`config.mk`:
```
export PLATFORM = sky130hd
export DESIGN_NAME = option_bus_decode_and_select
export DESIGN_NICKNAME = d
export VERILOG_FILES = /design/src/option_bus_pkg.sv /design/src/option_bus_decode_and_select.sv
export SDC_FILE = /design/constraint.sdc
export NUM_CORES = 1
export LEC_CHECK = 0
export BUFFER_PORTS_ARGS = -buffer_cell sky130_fd_sc_hd__clkbuf_2
export CELL_PAD_IN_SITES_DETAIL_PLACEMENT = 0
export CELL_PAD_IN_SITES_GLOBAL_PLACEMENT = 2
export CORE_ASPECT_RATIO = 1.25
export CORE_UTILIZATION = 41
export DETAILED_ROUTE_END_ITERATION = 8
export PLACE_DENSITY_LB_ADDON = 0.1
export SLEW_MARGIN = 30
export SYNTH_ARGS = -nofsm -noshare
export SYNTH_HDL_FRONTEND = slang
export SYNTH_SLANG_ARGS = --single-unit
```
`constraint.sdc`:
```
create_clock -name mclk_in -period 8.93 [get_ports mclk_in]
set_input_delay 1.786 -clock mclk_in [delete_from_list [all_inputs] [get_ports mclk_in]]
set_output_delay 1.786 -clock mclk_in [all_outputs]
set_load 0.05 [all_outputs]
```
`src/option_bus_pkg.sv`:
```
package option_bus_pkg;

    // host window and decode ranges
    localparam logic [15:0] WIN_LO  = 16'h4000;
    localparam logic [15:0] WIN_HI  = 16'h7fff;
    localparam logic [15:0] ROM_HI  = 16'h7f7f;
    localparam logic [15:0] IO_LO   = 16'h7f80;
    localparam logic [15:0] IO_HI   = 16'h7fbf;
    localparam logic [15:0] FLAG_LO = 16'h7fc0;

    // register offsets, first byte of each block
    localparam logic [15:0] ARRAY_CONTROL_TWO     = 16'h7f80;
    localparam logic [15:0] ARRAY_CONTROL_ONE     = 16'h7f84;
    localparam logic [15:0] ARRAY_CONTROL_THREE   = 16'h7f88;
    localparam logic [15:0] UNUSED_SLOT           = 16'h7f8c;
    localparam logic [15:0] COUNTER_READ_DATA     = 16'h7f90;
    localparam logic [15:0] COUNTER_READ_STATUS   = 16'h7f92;
    localparam logic [15:0] COUNTER_WRITE_DATA    = 16'h7f94;
    localparam logic [15:0] COUNTER_WRITE_COMMAND = 16'h7f96;
    localparam logic [15:0] ARRAY_STATUS_PORT     = 16'h7f98;
    localparam logic [15:0] INPUT_STEERING_CONTROL = 16'h7f9c;
    localparam logic [15:0] OPTION_ENABLE_FLAG    = 16'h7fc0;

    // select lines: address bits 4..2 pick one of eight slots
    localparam int SEL_LSB  = 2;
    localparam int SEL_MSB  = 4;
    localparam int FLAG_BIT = 7;
    localparam logic [7:0] STEER_RESET = 8'h00;

    // steering control bit positions
    localparam int HW_A_ROUTE  = 7;
    localparam int HW_B_SOURCE = 6;
    localparam int HW_DATA_MSB = 5;
    localparam int HW_DATA_LSB = 2;
    localparam int HW_INH_B    = 1;
    localparam int HW_INH_DLY  = 0;

    // dividers: base by 5 slots, 2.5 as 2 pulses per 5
    localparam logic [2:0] DIV_LAST    = 3'h4;
    localparam logic [4:0] DIV2P5_PAT  = 5'h05;
    localparam logic [2:0] DIV5_HIGH   = 3'h2;
    localparam int         FB_DIVIDE   = 100;
    localparam logic [5:0] FB_HALF_LAST = 6'(FB_DIVIDE / 2 - 1);
    localparam int         INH_DELAY   = 4;

    typedef struct packed {
        logic [15:0] addr;
        logic [7:0]  data;
        logic        read;
        logic        strobe;
    } host_bus_s;

    typedef struct packed {
        logic       a_trigger_state;
        logic       b_trigger_state;
        logic       a_sweep_inhibit;
        logic       b_sweep_inhibit;
        logic       word_match;
        logic       word_clock;
        logic       measure_clock;
        logic       force_inhibit;
        logic       page_select;
        logic       sync_mode;
        logic       sync_on_falling;
        logic [2:0] array_status;
    } pin_s;

endpackage

```
`src/option_bus_decode_and_select.sv`:
```
`timescale 1ns/1ps
// Contract
// - buffer direction follows host read/write: toward host on reads
// - buffer enabled only when option selected and address 4000-7fff
// - write in 7fc0-7fff latches data bit seven as option flag
// - flag set answers 4000-7fff; flag clear answers only 7fc0-7fff
// - top 128 bytes: upper half is flag, lower 64 are i/o selects
// - rom outputs enabled only 4000-7f7f, never with i/o registers
// - i/o selects decoded incompletely, each repeating in 7f80-7fbf
// - three write-only array registers at 7f80, 7f84, 7f88; 7f8c unused
// - counter read data, read status, write data, write command slots
// - array status read-only, steering control write-only, mirrored above
// - steering register: four mux selects, four array data bits
// - status read returns pattern match and three array status bits
// - counter output selects which 16k rom page appears
// - rom chip enable when option selected and address 4000-7fff
// - base clock divided by 2.5, 5 and 10
// - measurement clock divided by 100 as phase feedback
// - steering bit routes a trigger to array or back to host
// - array b trigger takes b trigger or pattern match, never both
// - inhibit input muxes a, b or delayed a inhibit
// - forced inhibit drives array inhibit high and resets triggers
// - pattern match passed direct or via edge-selectable synchroniser
module option_bus_decode_and_select (
    input  wire logic                    mclk_in,
    input  wire logic                    reset_in,
    input  wire option_bus_pkg::host_bus_s host_bus_in,
    input  wire option_bus_pkg::pin_s    pins_in,
    output logic [7:0]                   host_data_out,
    output logic                         host_data_oe_out,
    output logic                         buffer_to_host_out,
    output logic                         buffer_enable_out,
    output logic                         option_selected_out,
    output logic                         rom_chip_enable_out,
    output logic                         rom_output_enable_out,
    output logic                         rom_page_out,
    output logic [7:0]                   io_select_out,
    output logic [7:0]                   io_write_pulse_out,
    output logic [7:0]                   input_steering_control_out,
    output logic [3:0]                   array_control_data_out,
    output logic                         clk_div2p5_out,
    output logic                         clk_div5_out,
    output logic                         clk_div10_out,
    output logic                         feedback_clk_out,
    output logic                         pump_up_out,
    output logic                         pump_down_out,
    output logic                         array_a_trigger_out,
    output logic                         a_trigger_return_out,
    output logic                         array_b_trigger_out,
    output logic                         array_inhibit_input_out,
    output logic                         trigger_reset_out,
    output logic                         pattern_match_out
);
    import option_bus_pkg::*;

    typedef struct packed {
        host_bus_s       bus_meta;
        host_bus_s       bus_sync;
        pin_s            pin_meta;
        pin_s            pin_sync;
        logic            strobe_prev;
        logic            opt_sel;
        logic [7:0]      steer;
        logic [7:0]      data_out;
        logic            data_oe;
        logic            to_host;
        logic            buf_en;
        logic            rom_ce;
        logic            rom_oe;
        logic            rom_page;
        logic [7:0]      io_sel;
        logic [7:0]      io_wr;
        logic [2:0]      div_cnt;
        logic            div2p5;
        logic            div5;
        logic            div10;
        logic            meas_prev;
        logic [5:0]      fb_cnt;
        logic            fb_clk;
        logic            pump_up;
        logic            pump_dn;
        logic            wclk_prev;
        logic            word_caught;
        logic            pattern;
        logic [INH_DELAY-1:0] inh_dly;
        logic            a_trig;
        logic            a_ret;
        logic            b_trig;
        logic            inhibit;
        logic            trig_reset;
    } state_s;

    state_s state_reg;
    state_s state_next;

    // inclusive address range test
    function automatic logic in_range(input logic [15:0] a,
                                      input logic [15:0] lo,
                                      input logic [15:0] hi);
        in_range = (a >= lo) && (a <= hi);
    endfunction

    // one-hot of the slot index
    function automatic logic [7:0] slot_hot(input logic [2:0] idx);
        slot_hot = 8'h01 << idx;
    endfunction

    // slot index of a register offset
    function automatic logic [2:0] slot_of(input logic [15:0] a);
        slot_of = a[SEL_MSB:SEL_LSB];
    endfunction

    logic [15:0] addr;
    logic        access;
    logic        start;
    logic        in_win;
    logic        in_io;
    logic        in_flag;
    logic        in_rom;
    logic [2:0]  slot;
    logic        ref_fall;
    logic        fb_fall;
    logic        wclk_edge;
    logic        meas_edge;
    logic        pattern_now;
    logic        inh_pick;

    always_comb begin
        state_next = state_reg;

        // pin inputs pass two flops before use
        state_next.bus_meta = host_bus_in;
        state_next.bus_sync = state_reg.bus_meta;
        state_next.pin_meta = pins_in;
        state_next.pin_sync = state_reg.pin_meta;

        // address decode works on the synchronised bus only
        addr    = state_reg.bus_sync.addr;
        access  = state_reg.bus_sync.strobe;
        start   = access & ~state_reg.strobe_prev;
        in_win  = in_range(addr, WIN_LO, WIN_HI);
        in_io   = in_range(addr, IO_LO, IO_HI);
        in_flag = in_range(addr, FLAG_LO, WIN_HI);
        in_rom  = in_range(addr, WIN_LO, ROM_HI);
        slot    = addr[SEL_MSB:SEL_LSB];
        state_next.strobe_prev = access;

        // flag range answers even while deselected
        if (start && !state_reg.bus_sync.read && in_flag) begin
            state_next.opt_sel =
                state_reg.bus_sync.data[FLAG_BIT];
        end

        // direction always tracks the read line
        state_next.to_host = state_reg.bus_sync.read;
        state_next.buf_en  = access & state_reg.opt_sel
                           & in_win;
        state_next.rom_ce  = access & state_reg.opt_sel
                           & in_win;
        // rom stays off over the register region
        state_next.rom_oe  = access & state_reg.opt_sel
                           & in_rom;
        state_next.rom_page = state_reg.pin_sync.page_select;

        // i/o selects held for the access, write pulse on its start
        state_next.io_sel = '0;
        state_next.io_wr  = '0;
        if (access && state_reg.opt_sel && in_io) begin
            state_next.io_sel = slot_hot(slot);
            if (start && !state_reg.bus_sync.read) begin
                state_next.io_wr = slot_hot(slot);
            end
        end

        // steering control register write
        if (start && !state_reg.bus_sync.read && state_reg.opt_sel
                && in_io
                && slot == slot_of(INPUT_STEERING_CONTROL)) begin
            state_next.steer = state_reg.bus_sync.data;
        end

        // only the status slot is driven; write-only slots stay off
        state_next.data_oe = access & state_reg.bus_sync.read
                           & state_reg.opt_sel & in_io
                           & (slot == slot_of(ARRAY_STATUS_PORT));
        state_next.data_out = {4'h0, state_reg.pattern,
                               state_reg.pin_sync.array_status};

        // base dividers share one five-state counter
        if (state_reg.div_cnt == DIV_LAST) begin
            state_next.div_cnt = 3'h0;
            state_next.div10   = ~state_reg.div10;
        end else begin
            state_next.div_cnt = state_reg.div_cnt + 3'h1;
        end
        state_next.div2p5 = DIV2P5_PAT[state_next.div_cnt];
        // high on counts 1..2 so the reset value fits a full period
        state_next.div5   = (state_next.div_cnt != 3'h0)
                          && (state_next.div_cnt <= DIV5_HIGH);
        ref_fall = state_reg.div10 & ~state_next.div10;

        // measurement clock sampled, so only slow rates divide true
        meas_edge = state_reg.pin_sync.measure_clock
                  & ~state_reg.meas_prev;
        state_next.meas_prev = state_reg.pin_sync.measure_clock;
        fb_fall = 1'b0;
        if (meas_edge) begin
            if (state_reg.fb_cnt == FB_HALF_LAST) begin
                state_next.fb_cnt = 6'h00;
                state_next.fb_clk = ~state_reg.fb_clk;
                fb_fall = state_reg.fb_clk;
            end else begin
                state_next.fb_cnt = state_reg.fb_cnt + 6'h01;
            end
        end

        // falling-edge phase detector, both set means both clear
        state_next.pump_up = state_reg.pump_up | ref_fall;
        state_next.pump_dn = state_reg.pump_dn | fb_fall;
        if (state_next.pump_up && state_next.pump_dn) begin
            state_next.pump_up = 1'b0;
            state_next.pump_dn = 1'b0;
        end

        // pattern synchroniser on the chosen word clock edge
        wclk_edge = state_reg.pin_sync.sync_on_falling
                  ? (state_reg.wclk_prev
                     & ~state_reg.pin_sync.word_clock)
                  : (~state_reg.wclk_prev
                     & state_reg.pin_sync.word_clock);
        state_next.wclk_prev = state_reg.pin_sync.word_clock;
        if (wclk_edge) begin
            state_next.word_caught = state_reg.pin_sync.word_match;
        end
        pattern_now = state_reg.pin_sync.sync_mode
                    ? state_reg.word_caught
                    : state_reg.pin_sync.word_match;
        state_next.pattern = pattern_now;

        // a trigger: into the array or looped back, never both
        if (state_reg.steer[HW_A_ROUTE]) begin
            state_next.a_trig = state_reg.pin_sync.a_trigger_state;
            state_next.a_ret  = 1'b1;
        end else begin
            state_next.a_trig = 1'b1;
            state_next.a_ret  =
                state_reg.pin_sync.a_trigger_state;
        end

        // b trigger source is exclusive
        state_next.b_trig = state_reg.steer[HW_B_SOURCE]
                          ? state_reg.pin_sync.b_trigger_state
                          : state_reg.pattern;

        // delayed copy of the a inhibit stands in for the rc delay
        state_next.inh_dly = {state_reg.inh_dly[INH_DELAY-2:0],
                              state_reg.pin_sync.a_sweep_inhibit};
        if (state_reg.steer[HW_INH_B]) begin
            inh_pick = state_reg.pin_sync.b_sweep_inhibit;
        end else if (state_reg.steer[HW_INH_DLY]) begin
            inh_pick = state_reg.inh_dly[INH_DELAY-1];
        end else begin
            inh_pick = state_reg.pin_sync.a_sweep_inhibit;
        end

        // forced inhibit overrides the mux and resets trigger logic
        state_next.inhibit = state_reg.pin_sync.force_inhibit
                           | inh_pick;
        state_next.trig_reset =
            state_reg.pin_sync.force_inhibit;
    end

    // single register for all state; flag clears on reset
    always_ff @(posedge mclk_in or posedge reset_in) begin
        if (reset_in) begin
            state_reg <= '0;
        end else begin
            state_reg <= state_next;
        end
    end

    // outputs straight from the state register
    assign host_data_out              = state_reg.data_out;
    assign host_data_oe_out           = state_reg.data_oe;
    assign buffer_to_host_out         = state_reg.to_host;
    assign buffer_enable_out          = state_reg.buf_en;
    assign option_selected_out        = state_reg.opt_sel;
    assign rom_chip_enable_out        = state_reg.rom_ce;
    assign rom_output_enable_out      = state_reg.rom_oe;
    assign rom_page_out               = state_reg.rom_page;
    assign io_select_out              = state_reg.io_sel;
    assign io_write_pulse_out         = state_reg.io_wr;
    assign input_steering_control_out = state_reg.steer;
    assign array_control_data_out     =
        state_reg.steer[HW_DATA_MSB:HW_DATA_LSB];
    assign clk_div2p5_out             = state_reg.div2p5;
    assign clk_div5_out               = state_reg.div5;
    assign clk_div10_out              = state_reg.div10;
    assign feedback_clk_out           = state_reg.fb_clk;
    assign pump_up_out                = state_reg.pump_up;
    assign pump_down_out              = state_reg.pump_dn;
    assign array_a_trigger_out        = state_reg.a_trig;
    assign a_trigger_return_out       = state_reg.a_ret;
    assign array_b_trigger_out        = state_reg.b_trig;
    assign array_inhibit_input_out    = state_reg.inhibit;
    assign trigger_reset_out          = state_reg.trig_reset;
    assign pattern_match_out          = state_reg.pattern;

endmodule

```
==> results.cfg <==
[run_status]
status = finished, violations left
violations = design-rule violations

[timing]
tightest_slew_ns = 0.713
rsz0062_at_grt = false
fin_setup_tns_ns = 0
clock_skew_ns = 0.0108
hold_viol = 0
fmax_ghz = 0.337
finalSetupViolCount = 0
fin_crit_sh = 0.333
post-route-min-period_ns = 2.97
drv_slew = 0
max-slew-margin-rel = 0.525

[route]
vias = 2316
wl_per_cell_um = 13.2
routed_wirelength_um = 6790
antenna_left = 0
drt_iter0_drc = 94
drcViolationCount = 10
dr.pass1.iters = 6
vias_per_cell = 4.49

[synthesis]
synth_cell_types = 39
synthCells = 296
synthArstFlopShare = 1.00
syn_avg_cell_area_um2 = 16.0
synth_xor_area_frac = 0.0111
ys.flop_type = dfrtp_1
yosysMostFrequentCell = dfrtp_1
synth.area.top_cells = dfrtp_1 76%, buf_4 6.0%, mux2_4 2.5%, ha_1 1.6%, nor2_1 1.5%
ys_seq_area_frac = 0.756
synth_top_area_cell = dfrtp_1
synthMuxAreaShare = 0.0434
netlist_area_um2 = 4730
synth-adder-area-share = 0.0159
synth_compound_area_frac = 0.0159
yosys_warnings = 0
yosys.area_share.simple = 0.0873
synth_edf_count = 0
synth-seq-cells = 143
yosysTopAreaCellShare = 0.756
synth_top_family_by_area = simple AND/OR/NAND/NOR gates
synth_common_cells = 143 x dfrtp_1, 38 x buf_4, 19 x nor2_1, 10 x nor3_1

[worst_setup_path]
path_max_fanout = 5
endpoint_kind = output port
cp.arrival_ns = 1.18
path_class = reg -> out
crit_chain = clkbuf_2
cp_slowest_stage_delay_ns = 0.45
path_delay_family = flip-flops
ff2ff_setup_slack_ns = 6.99
crit_buf_inv = 1
startpoint_type = flop
worstPathRequired_ns = 7.14
cp_slowest_cell = dfrtp_1

[floorplanning]
die_x_um = 98.1
rows = 43
dieArea_um2 = 12000
start_util = 0.423
dieHeight_um = 122
core-area_um2 = 11200
io_pins = 97

[power]
seq_power_share = 0.474
ir_drop_uv = 123
clkPwrFrac = 0.474
intPower_mw = 1.17
total_power_mw = 1.50
p_sw_frac = 0.220
p_leak_nw = 2.78
power.switching_mw = 0.330
power.density_nw_per_um2 = 263
power_frac_comb = 0.052

[placed_design]
place_inst = 484
hpwl_um = 4390
io_buffers = 92
globalplace.congestion = 0.679

[clocking]
clk_pin_slew_ns = 0.06
numClockSinks = 143
numCtsBuffers = 17
h-tree-depth = 4
cts_hold_buf = 0
cts_resized = 0
cts_tree = built
clk_latency_ns = 0.41
clock-root-buffer = clkbuf_16
post_cts_buffers = 0
clock_path_buffers = 2

[grt]
grt_pass1_wl_um = 11100
antenna_found_initial = 0
grt_overflow = 0
grt.total_usage = 0.127
grt_max_degree = 86
first_global_vias = 2294

[final_layout]
fin_cells = 516
antenna_cells = 0
syn2layout_area_growth_pct = 20.2
drive_gt1_frac = 0.383
largest_reg_flops = 52
final_net_count = 416

[hold_path]
hold_class = reg -> reg

[job]
cap_violations = 0
## cells in the final DEF (no fill, tap or decap), drive strengths merged, types with 4 or more instances in the layout
cell type	instances
mux2	12
ha	6
nand2	8
inv	5
dfrtp	143
nand2b	6
clkinvlp	6
nor3	11
conb	4
xor2	4
nand4	6
nor2	19
mux2i	4
clkbuf	111
## worst paths after layout
check,start,end,cells past startpoint
max,option_selected_out,option_selected_out,1
min,state_next[108],addr[2],0
max reg2reg,addr[4],input_steering_control_out[3],4
min reg2reg,state_next[108],addr[2],0
max in group asynchronous,reset_in,state_next[115],3
min in group asynchronous,reset_in,state_reg[25],2
## stage by stage
step / hold slack, ns / util / setup slack (ns) / cell area (um2)
global placement: 0.332 / 0.453 / 5.73 / 5070
CTS: 0.342 / 0.508 / 5.93 / 5690
global route: 0.350 / 0.508 / 5.90 / 5690
floorplan: 0.331 / - / 3.31 / 4740
finish: 0.344 / 0.508 / 5.96 / 5690
detailed placement: 0.335 / 0.453 / 5.69 / 5070
## routing by layer
metal / routed length (um) / track usage
met1: 3090 / 0.162
met2: 3220 / 0.178
met3: 410 / 0.0545
met4: 69 / 0.0767
met5: 0 / 0
## power by group through the flow
stage | registers, mW | logic, mW | clock network [mW]
after floorplan | 0.723 | 0.0539 | 0
after global placement | 0.721 | 0.0779 | 0
after detailed placement | 0.722 | 0.0798 | 0
after CTS | 0.711 | 0.0799 | 0.729
after global routing | 0.715 | 0.0883 | 0.759
final | 0.710 | 0.0774 | 0.710
## kinds of logic (layout without fill, tap and decap cells)
group           after synthesis  after routing
simple gates                 69             69
buf+inv                      47            129
xor+xnor                      6              6
flops                       143            143
other cells                   1              4
compound gates                8              8
fa+ha+maj                     6              6
mux                          16             16
## layout make-up
class                           instances  area (um2)
Tap cell                              135         169
Fill cell                             992        5500
Sequential cell                       143        3580
Multi-Input combinational cell        109         836
Clock buffer                           19         453
Clock inverter                         13         163
Inverter                                4        20.0
Timing Repair Buffer                   93         468
Note: power is estimated with default switching activity, not from simulation.
